[config.mk]
export PLATFORM = sky130hd
export DESIGN_NAME = sms_spi_top
export DESIGN_NICKNAME = d
export VERILOG_FILES = /design/src/sms_pkg.sv /design/src/sms_spi_top.sv
export SDC_FILE = /design/constraint.sdc
export NUM_CORES = 1
export LEC_CHECK = 0
export BUFFER_PORTS_ARGS = -buffer_cell sky130_fd_sc_hd__buf_2
export CAP_MARGIN = 0
export CORE_UTILIZATION = 45
export CTS_CLUSTER_SIZE = 30
export DETAILED_ROUTE_END_ITERATION = 7
export PLACE_DENSITY = 0.84
export RECOVER_POWER = 25
export SLEW_MARGIN = 20
export SYNTH_ARGS = -nofsm -noshare
export SYNTH_HDL_FRONTEND = slang
export SYNTH_SLANG_ARGS = --single-unit
[constraint.sdc]
create_clock -name clk -period 3.3 [get_ports clk]
set_input_delay 0.165 -clock clk [delete_from_list [all_inputs] [get_ports clk]]
set_output_delay 0.165 -clock clk [all_outputs]
set_load 0.005 [all_outputs]
[src/sms_pkg.sv]
// shared constants for the serial peripheral block
package sms_pkg;
	// register indices; byte address is four times the index
	localparam logic [29:0] SMS_IDX_DATA = 30'h00000021;
	localparam logic [29:0] SMS_IDX_CTRL = 30'h00000022;
	localparam logic [29:0] SMS_IDX_STAT = 30'h00000023;
	// serial_control fields
	localparam int SMS_CR_IRQ_EN = 7;
	localparam int SMS_CR_PERIPH_EN = 6;
	localparam int SMS_CR_DIV_EN = 5;
	localparam int SMS_CR_MASTER = 4;
	localparam int SMS_CR_CLOCK_POLARITY = 3;
	localparam int SMS_CR_CLOCK_PHASE = 2;
	localparam int SMS_CR_RATE1 = 1;
	localparam int SMS_CR_RATE0 = 0;
	// serial_control_status fields
	localparam int SMS_SR_DONE = 7;
	localparam int SMS_SR_WRITE_COLLISION_FLAG = 6;
	localparam int SMS_SR_OVR = 5;
	localparam int SMS_SR_MODE_FAULT_FLAG = 4;
	localparam int SMS_SR_OUT_DIS = 2;
	localparam int SMS_SR_SOFT_SEL = 1;
	localparam int SMS_SR_INT_SEL = 0;
	// reset values
	localparam logic [7:0] SMS_CR_RESET = 8'h00;
	localparam logic [7:0] SMS_SR_RESET = 8'h00;
	localparam logic [7:0] SMS_DATA_RESET = 8'h00;
	// master clock divisors of the cpu clock
	localparam logic [7:0] SMS_DIV_4 = 8'h04;
	localparam logic [7:0] SMS_DIV_8 = 8'h08;
	localparam logic [7:0] SMS_DIV_16 = 8'h10;
	localparam logic [7:0] SMS_DIV_32 = 8'h20;
	localparam logic [7:0] SMS_DIV_64 = 8'h40;
	localparam logic [7:0] SMS_DIV_128 = 8'h80;
	// sck edges in one byte, counted from zero
	localparam logic [3:0] SMS_LAST_EDGE = 4'hF;
	// ahb-lite codes
	localparam logic [1:0] SMS_HTRANS_NONSEQ = 2'h2;
	localparam logic SMS_HRESP_OKAY = 1'b0;
	typedef enum logic [0:0] {XFER_IDLE, XFER_BUSY} sms_xfer_e;
	typedef enum logic [1:0] {BUS_IDLE, BUS_WRITE, BUS_READ, BUS_RDY} sms_bus_e;
endpackage

[src/sms_spi_top.sv]
// byte serial peripheral, master or slave, with ahb-lite registers
//
// Our own choice: register access over AHB-Lite.
`timescale 1ns/1ps
`default_nettype none
module sms_spi_top
	import sms_pkg::*;
(
	// clock and reset
	input wire logic clk,
	input wire logic nrst,
	// ahb-lite slave
	input wire logic hsel,
	input wire logic [31:0] haddr,
	input wire logic [1:0] htrans,
	input wire logic hwrite,
	input wire logic [2:0] hsize,
	input wire logic hready,
	input wire logic [31:0] hwdata,
	output logic hreadyout,
	output logic hresp,
	output logic [31:0] hrdata,
	// serial pins, oe low means driven
	input wire logic sckIn,
	output logic sckOut,
	output logic sckOeN,
	input wire logic mosiIn,
	output logic mosiOut,
	output logic mosiOeN,
	input wire logic misoIn,
	output logic misoOut,
	output logic misoOeN,
	input wire logic selectInN,
	// status
	output logic pinsAltEn,
	output logic irq
);
	logic [1:0] rstSync_q;
	logic rstN;
	sms_bus_e busSt_q, busSt_d;
	logic [1:0] regSel_q, regSel_d;
	logic [31:0] hrdata_q, hrdata_d;
	logic [7:0] ctrl_q, ctrl_d;
	logic done_q, done_d, write_collision_flag_q, write_collision_flag_d, ovr_q, ovr_d, mode_fault_flag_q, mode_fault_flag_d;
	logic outDis_q, outDis_d, softSel_q, softSel_d, intSel_q, intSel_d;
	logic [7:0] shift_q, shift_d, rxBuf_q, rxBuf_d;
	logic [3:0] edgeCnt_q, edgeCnt_d;
	logic [6:0] divCnt_q, divCnt_d;
	logic sckLvl_q, sckLvl_d, sampBit_q, sampBit_d, sckPrev_q, sckPrev_d;
	logic sckPin_q, sckPin_d, statArm_q, statArm_d, modfArm_q, modfArm_d;
	sms_xfer_e xfer_q, xfer_d;
	logic accept, wrData, wrCtrl, wrStat, rdData, rdStat;
	logic isMaster, selEff, edgeEv, finish, serialIn, startMaster;
	logic [7:0] rxByte, statView;
	logic [6:0] halfCnt;

	// half sck period minus one, in cpu clocks
	function automatic logic [6:0] sms_half(input logic [2:0] sel);
		logic [7:0] d;
		d = SMS_DIV_128;
		case (sel)
			3'b100: d = SMS_DIV_4;
			3'b000: d = SMS_DIV_8;
			3'b001: d = SMS_DIV_16;
			3'b110: d = SMS_DIV_32;
			3'b010: d = SMS_DIV_64;
			3'b011: d = SMS_DIV_128;
			default: d = SMS_DIV_128;
		endcase
		return d[7:1] - 7'd1;
	endfunction
	function automatic logic [1:0] sms_decode(input logic [31:0] a);
		logic [1:0] s;
		s = 2'd0;
		if (a[1:0] == 2'b00) begin
			if (a[31:2] == SMS_IDX_DATA)
				s = 2'd1;
			else if (a[31:2] == SMS_IDX_CTRL)
				s = 2'd2;
			else if (a[31:2] == SMS_IDX_STAT)
				s = 2'd3;
		end
		return s;
	endfunction

	always_ff @(posedge clk or negedge nrst) begin
		if (!nrst)
			rstSync_q <= 2'b00;
		else
			rstSync_q <= {rstSync_q[0], 1'b1};
	end
	assign rstN = rstSync_q[1];

	// internal select / level 0 selects
	assign selEff = softSel_q ? intSel_q : selectInN;
	assign isMaster = ctrl_q[SMS_CR_MASTER];
	assign serialIn = isMaster ? misoIn : mosiIn;
	assign statView = {done_q, write_collision_flag_q, ovr_q, mode_fault_flag_q, 1'b0,
		outDis_q, softSel_q, intSel_q};
	assign halfCnt = sms_half({ctrl_q[SMS_CR_DIV_EN], ctrl_q[SMS_CR_RATE1],
		ctrl_q[SMS_CR_RATE0]});

	always_comb begin
		busSt_d = busSt_q;
		regSel_d = regSel_q;
		hrdata_d = hrdata_q;
		ctrl_d = ctrl_q;
		done_d = done_q;
		write_collision_flag_d = write_collision_flag_q;
		ovr_d = ovr_q;
		mode_fault_flag_d = mode_fault_flag_q;
		outDis_d = outDis_q;
		softSel_d = softSel_q;
		intSel_d = intSel_q;
		shift_d = shift_q;
		rxBuf_d = rxBuf_q;
		edgeCnt_d = edgeCnt_q;
		divCnt_d = divCnt_q;
		sckLvl_d = sckLvl_q;
		sampBit_d = sampBit_q;
		sckPrev_d = sckIn;
		statArm_d = statArm_q;
		modfArm_d = modfArm_q;
		xfer_d = xfer_q;
		edgeEv = 1'b0;
		finish = 1'b0;
		startMaster = 1'b0;
		rxByte = {shift_q[6:0], sampBit_q};
		// bus phases; reads take one wait state
		accept = hsel && hready && hreadyout && (htrans == SMS_HTRANS_NONSEQ);
		wrData = (busSt_q == BUS_WRITE) && (regSel_q == 2'd1);
		wrCtrl = (busSt_q == BUS_WRITE) && (regSel_q == 2'd2);
		wrStat = (busSt_q == BUS_WRITE) && (regSel_q == 2'd3);
		rdData = (busSt_q == BUS_READ) && (regSel_q == 2'd1);
		rdStat = (busSt_q == BUS_READ) && (regSel_q == 2'd3);
		if (busSt_q == BUS_READ) begin
			busSt_d = BUS_RDY;
			case (regSel_q)
				2'd1: hrdata_d = {24'h000000, rxBuf_q};
				2'd2: hrdata_d = {24'h000000, ctrl_q};
				2'd3: hrdata_d = {24'h000000, statView};
				default: hrdata_d = 32'h00000000;
			endcase
		end else if (accept) begin
			busSt_d = hwrite ? BUS_WRITE : BUS_READ;
			regSel_d = sms_decode(haddr);
		end else begin
			busSt_d = BUS_IDLE;
		end
		// status read clears overrun, arms clear sequences
		if (rdStat) begin
			ovr_d = 1'b0;
			statArm_d = 1'b1;
			modfArm_d = mode_fault_flag_q;
		end
		// done cleared by data access after status read
		if (statArm_q && (rdData || wrData)) begin
			done_d = 1'b0;
			statArm_d = 1'b0;
		end
		// collision cleared by the read half of the sequence
		if (statArm_q && rdData)
			write_collision_flag_d = 1'b0;
		if (wrCtrl) begin
			ctrl_d = hwdata[7:0];
			// fault clears on control write after armed status read
			if (modfArm_q) begin
				mode_fault_flag_d = 1'b0;
				modfArm_d = 1'b0;
			end else if (mode_fault_flag_q) begin
				ctrl_d[SMS_CR_PERIPH_EN] = 1'b0;
				ctrl_d[SMS_CR_MASTER] = 1'b0;
			end
		end
		if (wrStat) begin
			outDis_d = hwdata[SMS_SR_OUT_DIS];
			softSel_d = hwdata[SMS_SR_SOFT_SEL];
			intSel_d = hwdata[SMS_SR_INT_SEL];
		end
		if (wrData) begin
			if (xfer_q == XFER_BUSY) begin
				write_collision_flag_d = 1'b1;
			end else if (!done_q || statArm_q) begin
				// accepted only outside the done-flag lock
				// byte goes straight into the shifter
				shift_d = hwdata[7:0];
				if (isMaster && ctrl_q[SMS_CR_PERIPH_EN]) begin
					startMaster = 1'b1;
					xfer_d = XFER_BUSY;
					edgeCnt_d = 4'h0;
					divCnt_d = 7'd0;
					sckLvl_d = 1'b0;
				end
			end
		end
		// divider ticks only in master / slave uses sck pin
		if (isMaster) begin
			if (xfer_q == XFER_BUSY) begin
				if (divCnt_q == halfCnt) begin
					divCnt_d = 7'd0;
					edgeEv = 1'b1;
				end else begin
					divCnt_d = divCnt_q + 7'd1;
				end
			end
		end else if (ctrl_q[SMS_CR_PERIPH_EN] && !selEff) begin
			edgeEv = (sckIn != sckPrev_q);
		end else if (xfer_q == XFER_BUSY) begin
			xfer_d = XFER_IDLE;
			edgeCnt_d = 4'h0;
		end
		if (edgeEv) begin
			xfer_d = XFER_BUSY;
			edgeCnt_d = edgeCnt_q + 4'h1;
			sckLvl_d = !sckLvl_q;
			// capture edge set by clock_phase / msb first
			if (edgeCnt_q[0] == ctrl_q[SMS_CR_CLOCK_PHASE]) begin
				sampBit_d = serialIn;
				rxByte = {shift_q[6:0], serialIn};
			end else if (!(ctrl_q[SMS_CR_CLOCK_PHASE] && edgeCnt_q == 4'h0)) begin
				shift_d = rxByte;
			end
			if (edgeCnt_q == SMS_LAST_EDGE) begin
				finish = 1'b1;
				shift_d = rxByte;
			end
		end
		if (finish) begin
			xfer_d = XFER_IDLE;
			edgeCnt_d = 4'h0;
			sckLvl_d = 1'b0;
			// overrun / buffer keeps first byte
			if (done_q && done_d) begin
				ovr_d = 1'b1;
			end else begin
				// done flag set / buffer loaded at byte end
				done_d = 1'b1;
				rxBuf_d = rxByte;
			end
		end
		// select low in master mode is a fault
		if (isMaster && !selEff) begin
			mode_fault_flag_d = 1'b1;
			ctrl_d[SMS_CR_PERIPH_EN] = 1'b0;
			ctrl_d[SMS_CR_MASTER] = 1'b0;
			xfer_d = XFER_IDLE;
			edgeCnt_d = 4'h0;
			sckLvl_d = 1'b0;
		end
		sckPin_d = ctrl_d[SMS_CR_CLOCK_POLARITY] ^ sckLvl_d;
	end

	always_ff @(posedge clk or negedge rstN) begin
		if (!rstN) begin
			busSt_q <= BUS_IDLE;
			regSel_q <= 2'd0;
			hrdata_q <= 32'h00000000;
			ctrl_q <= SMS_CR_RESET;
			done_q <= SMS_SR_RESET[SMS_SR_DONE];
			write_collision_flag_q <= SMS_SR_RESET[SMS_SR_WRITE_COLLISION_FLAG];
			ovr_q <= SMS_SR_RESET[SMS_SR_OVR];
			mode_fault_flag_q <= SMS_SR_RESET[SMS_SR_MODE_FAULT_FLAG];
			outDis_q <= SMS_SR_RESET[SMS_SR_OUT_DIS];
			softSel_q <= SMS_SR_RESET[SMS_SR_SOFT_SEL];
			intSel_q <= SMS_SR_RESET[SMS_SR_INT_SEL];
			shift_q <= SMS_DATA_RESET;
			rxBuf_q <= SMS_DATA_RESET;
			edgeCnt_q <= 4'h0;
			divCnt_q <= 7'd0;
			sckLvl_q <= 1'b0;
			sampBit_q <= 1'b0;
			sckPrev_q <= 1'b0;
			sckPin_q <= 1'b0;
			statArm_q <= 1'b0;
			modfArm_q <= 1'b0;
			xfer_q <= XFER_IDLE;
		end else begin
			busSt_q <= busSt_d;
			regSel_q <= regSel_d;
			hrdata_q <= hrdata_d;
			ctrl_q <= ctrl_d;
			done_q <= done_d;
			write_collision_flag_q <= write_collision_flag_d;
			ovr_q <= ovr_d;
			mode_fault_flag_q <= mode_fault_flag_d;
			outDis_q <= outDis_d;
			softSel_q <= softSel_d;
			intSel_q <= intSel_d;
			shift_q <= shift_d;
			rxBuf_q <= rxBuf_d;
			edgeCnt_q <= edgeCnt_d;
			divCnt_q <= divCnt_d;
			sckLvl_q <= sckLvl_d;
			sampBit_q <= sampBit_d;
			sckPrev_q <= sckPrev_d;
			sckPin_q <= sckPin_d;
			statArm_q <= statArm_d;
			modfArm_q <= modfArm_d;
			xfer_q <= xfer_d;
		end
	end

	assign hreadyout = (busSt_q != BUS_READ);
	assign hresp = SMS_HRESP_OKAY;
	assign hrdata = hrdata_q;
	assign pinsAltEn = ctrl_q[SMS_CR_PERIPH_EN];
	assign sckOut = sckPin_q;
	assign mosiOut = shift_q[7];
	assign misoOut = shift_q[7];
	assign sckOeN = !(pinsAltEn && isMaster);
	assign mosiOeN = !(pinsAltEn && isMaster && !outDis_q);
	assign misoOeN = !(pinsAltEn && !isMaster && !selEff && !outDis_q);
	// one request from three flags, collision excluded
	assign irq = ctrl_q[SMS_CR_IRQ_EN] && (done_q || mode_fault_flag_q || ovr_q);

	// cycles since last master sck toggle
	logic [7:0] gapCnt;
	always_ff @(posedge clk or negedge rstN) begin
		if (!rstN)
			gapCnt <= 8'h00;
		else if (xfer_q == XFER_IDLE || edgeEv)
			gapCnt <= 8'h00;
		else
			gapCnt <= gapCnt + 8'h01;
	end
endmodule
`default_nettype wire

==> metrics <==
status=finished with violations; failing checks=capacitance limit, slew limit; chip width=89.8 µm; DRC=0; slew margin rel.=-21.4%; max incr delay on CP=a little under 0.7 ns; min Tclk post-route=around 2.6 ns; max-cap viol count=1; layout cell share with drive strength beyond 1=32.0%; row cnt=31; io pins=between 100 and 150; Power Dens Cells=just over 500 mW/mm²; Distinct cells, synth=55; TritonCTS clock tree=built; Placed Area=0.00376 mm²; RSZ-0062 raised after global routing=false; CTS Buf Count=9; Routed WL=about 7.6 mm; H-tree depth=3; hpwl dp=5.58 mm; max-slew violation count=47; nets=between 400 and 500; Syn. warnings=0; # setup viols final=0; CTS Sinks=63; fmax=0.391 GHz; Clk pin slew, worst setup/hold paths=roughly 0.070 ns; DR pass1 iterations=5; Tot Pwr=0.00203 W; clock insertion delay at the later pin of the skew report=about 0.34 ns; CP arrival=2.77 ns; CP Class=reg2reg; core area=0.00737 mm²; 1st-iter DRT viols=227; antenna violations before repair=0; Die ar.=about 0.0081 mm²; synthesized area per cell=10.5 µm²; Antenna Cells=0; fill cell count=about 650; leak pwr=1.95 nW; die height=between 80 and 90 µm; via count=2,731; Startpoint Class=flip-flop; clock tree buffer depth=2; maximum vdd drop=208 µV; Synth Instances=329; skew final=around 0.0066 ns; Antenna Nets Post-Route=0; register bit total from synthesis=63; CP Cell Sequence=nor4bb_1 -> and3b_1 -> nand2_1 -> nand3_1 -> mux2i_1 -> xor2_1; largest net degree at the start of global routing=47; TNS Setup=0 ns; Primary FF master, synth=dfrtp_1; sequential cell area=around 0.0016 mm²; Initial Utilization=47.1%; HP Class=in2reg; Area Overhead vs Synth=14.6%; post-cts sizing count=0; port buffer count=67; Final Wtd Congestion=between 0.8 and 0.9; Tcrit/Tclk final=just under 80%; Worst R2R Setup Slack=~0.74 ns; Post-Layout Inst Area=roughly 0.0040 mm²; area occupied by multi-input gates=0.00169 mm²; Slowest-stage cell, CP=dfrtp_1; All-Layer GR Usage=between 20% and 30%; Synth async-reset ratio=100%; CP endpoint kind=flip-flop; part of the Yosys area used for sequential elements=45.4%; vias in the first global route=2,640; first-pass GRT wire length=13.2 mm; worst slew pin tran=1.82 ns; Vias/cell=about 5.5; Mapped Area=between 0.003 and 0.004 mm²; largest fanout on the critical path=17; GR Overflow Total=0; Avg WL per Cell=15.3 µm; hold violation total from the final report=0; CTS Root Cell=clkbuf_8; CP required=around 3.5 ns; EDFF count, synth=0
sequential cells by signal (all words and copies together), names as in the netlist, 2 cells and up:
signal	count
ctrl_q	8
rxBuf_q	8
rstSync_q	2
divCnt_q	7
edgeCnt_q	4
busSt_q	2
shift_q	8
hrdata	8
regSel_q	2
final timing paths:
path / endpoint / cells after the start / start
min reg2reg: rstSync_q[1]$_DFF_PN0_ / 0 / rstSync_q[0]$_DFF_PN0_
max reg2reg: sckOut$_DFF_PN0_ / 6 / regSel_q[0]$_DFFE_PN0P_
min in group asynchronous: rstSync_q[1]$_DFF_PN0_ / 2 / nrst
max in group asynchronous: hrdata[2]$_DFFE_PN0P_ / 1 / rstSync_q[1]$_DFF_PN0_
min: busSt_q[1]$_DFF_PN0_ / 2 / hwrite
max: sckOut$_DFF_PN0_ / 6 / regSel_q[0]$_DFFE_PN0P_
worst max-delay path: cells and delay by family, from the launching register on:
family | cells | cell delay (ns)
simple gates | 4 | 1.45
flops | 1 | 0.68
mux | 1 | 0.13
xor+xnor | 1 | 0.17
cells in the final DEF (no fill, tap or decap), types with 2 or more instances in the layout:
cell            n
mux2_2         30
clkbuf_1        2
o21ai_0        17
mux2_4          8
a21o_1          3
or3_1           3
nor3_1          2
nand3_1        14
xnor2_1         2
buf_2          65
dlygate4sd3_1   2
nor4b_1         2
clkbuf_8       11
nor4_1          6
a22oi_1         7
a22o_1          3
nand2b_1        3
a31oi_1         3
inv_1           8
ha_1            3
nor2_1         20
nand3b_1        3
dfrtp_1        63
and2_1          5
a211oi_1        2
nand2_1        25
nand4_1         8
o211ai_1        3
conb_1         26
clkinv_2        3
xor2_1          4
nor2b_1         4
mux2i_1         5
a221oi_1        3
and3b_1         2
a21oi_1        10
synth_stat cells, types with 5 or more instances:
| master | number | share of area (%) |
|---|---|---|
| mux2_2 | 30 | 9.7 |
| buf_4 | 26 | 5.6 |
| nand3_1 | 14 | 2.0 |
| o21ai_0 | 17 | 2.5 |
| clkbuf_1 | 8 | 0.87 |
| mux2_4 | 8 | 3.5 |
| nor4_1 | 6 | 1.1 |
| dfrtp_1 | 63 | 45 |
| nor2_1 | 20 | 2.2 |
| inv_1 | 8 | 0.87 |
| mux2i_1 | 5 | 1.4 |
| nand2_1 | 25 | 2.7 |
| a22oi_1 | 7 | 1.5 |
| and2_1 | 5 | 0.90 |
| a21oi_1 | 10 | 1.4 |
| nand4_1 | 8 | 1.4 |
final cells by class:
| class | instances | area share [%] |
|---|---|---|
| repair buffers | 70 | 9.06 |
| inverters | 8 | 0.755 |
| clock buffers | 11 | 3.81 |
| well taps | 99 | 3.11 |
| clock inverters | 4 | 1.13 |
| multi-input cells | 244 | 42.5 |
| flip-flops and latches | 63 | 39.6 |
metal layers:
layer | vias to the layer above | global-route usage (%) | wire length, µm | share of wire (%)
li1 | 1263 | - | - | -
met2 | 148 | 32.8 | 3540 | 46
met4 | 0 | 6.69 | 110 | 1.4
met1 | 1309 | 28.2 | 3410 | 45
met3 | 11 | 5.33 | 570 | 7.5
met5 | - | 0 | 0 | 0
power breakdown:
part / total (W) / internal, W / switching, W
Clock: 0.000674 / 0.000382 / 0.000292
Sequential: 0.000969 / 0.000864 / 0.000104
Combinational: 0.000389 / 0.000174 / 0.000215
Total: 0.00203 / 0.00142 / 0.000612
metrics by stage:
step / hold WS, ns / setup slack, ns / util [%] / instances
detailed placement: -0.0465 / 0.761 / 51.1 / 482
finish: 0.0234 / 0.742 / 54.0 / 499
global placement: -0.0463 / 0.813 / 51.1 / 482
global route: 0.0330 / 0.549 / 54.0 / 499
CTS: 0.0109 / 0.759 / 54.0 / 499
floorplan: -0.131 / 1.38 / - / 353
what timing repair did:
| action | CTS | global route |
|---|---|---|
| hold endpoints to repair | 3 | 0 |
| hold buffers | 2 | 0 |
| buffers inserted | 0 | 0 |
cell families (layout without fill, tap and decap cells):
group           Yosys count  count (layout)  share of synthesized area (%)
compound gates           60              60                           12.3
fa+ha+maj                 3               3                           1.08
other cells               2              26                          0.216
xor+xnor                  6               6                           1.51
simple gates            106             106                           16.4
mux                      43              43                           14.6
buf+inv                  46              93                           8.44
flops                    63              63                           45.4
(Power assumes the default switching activity.)
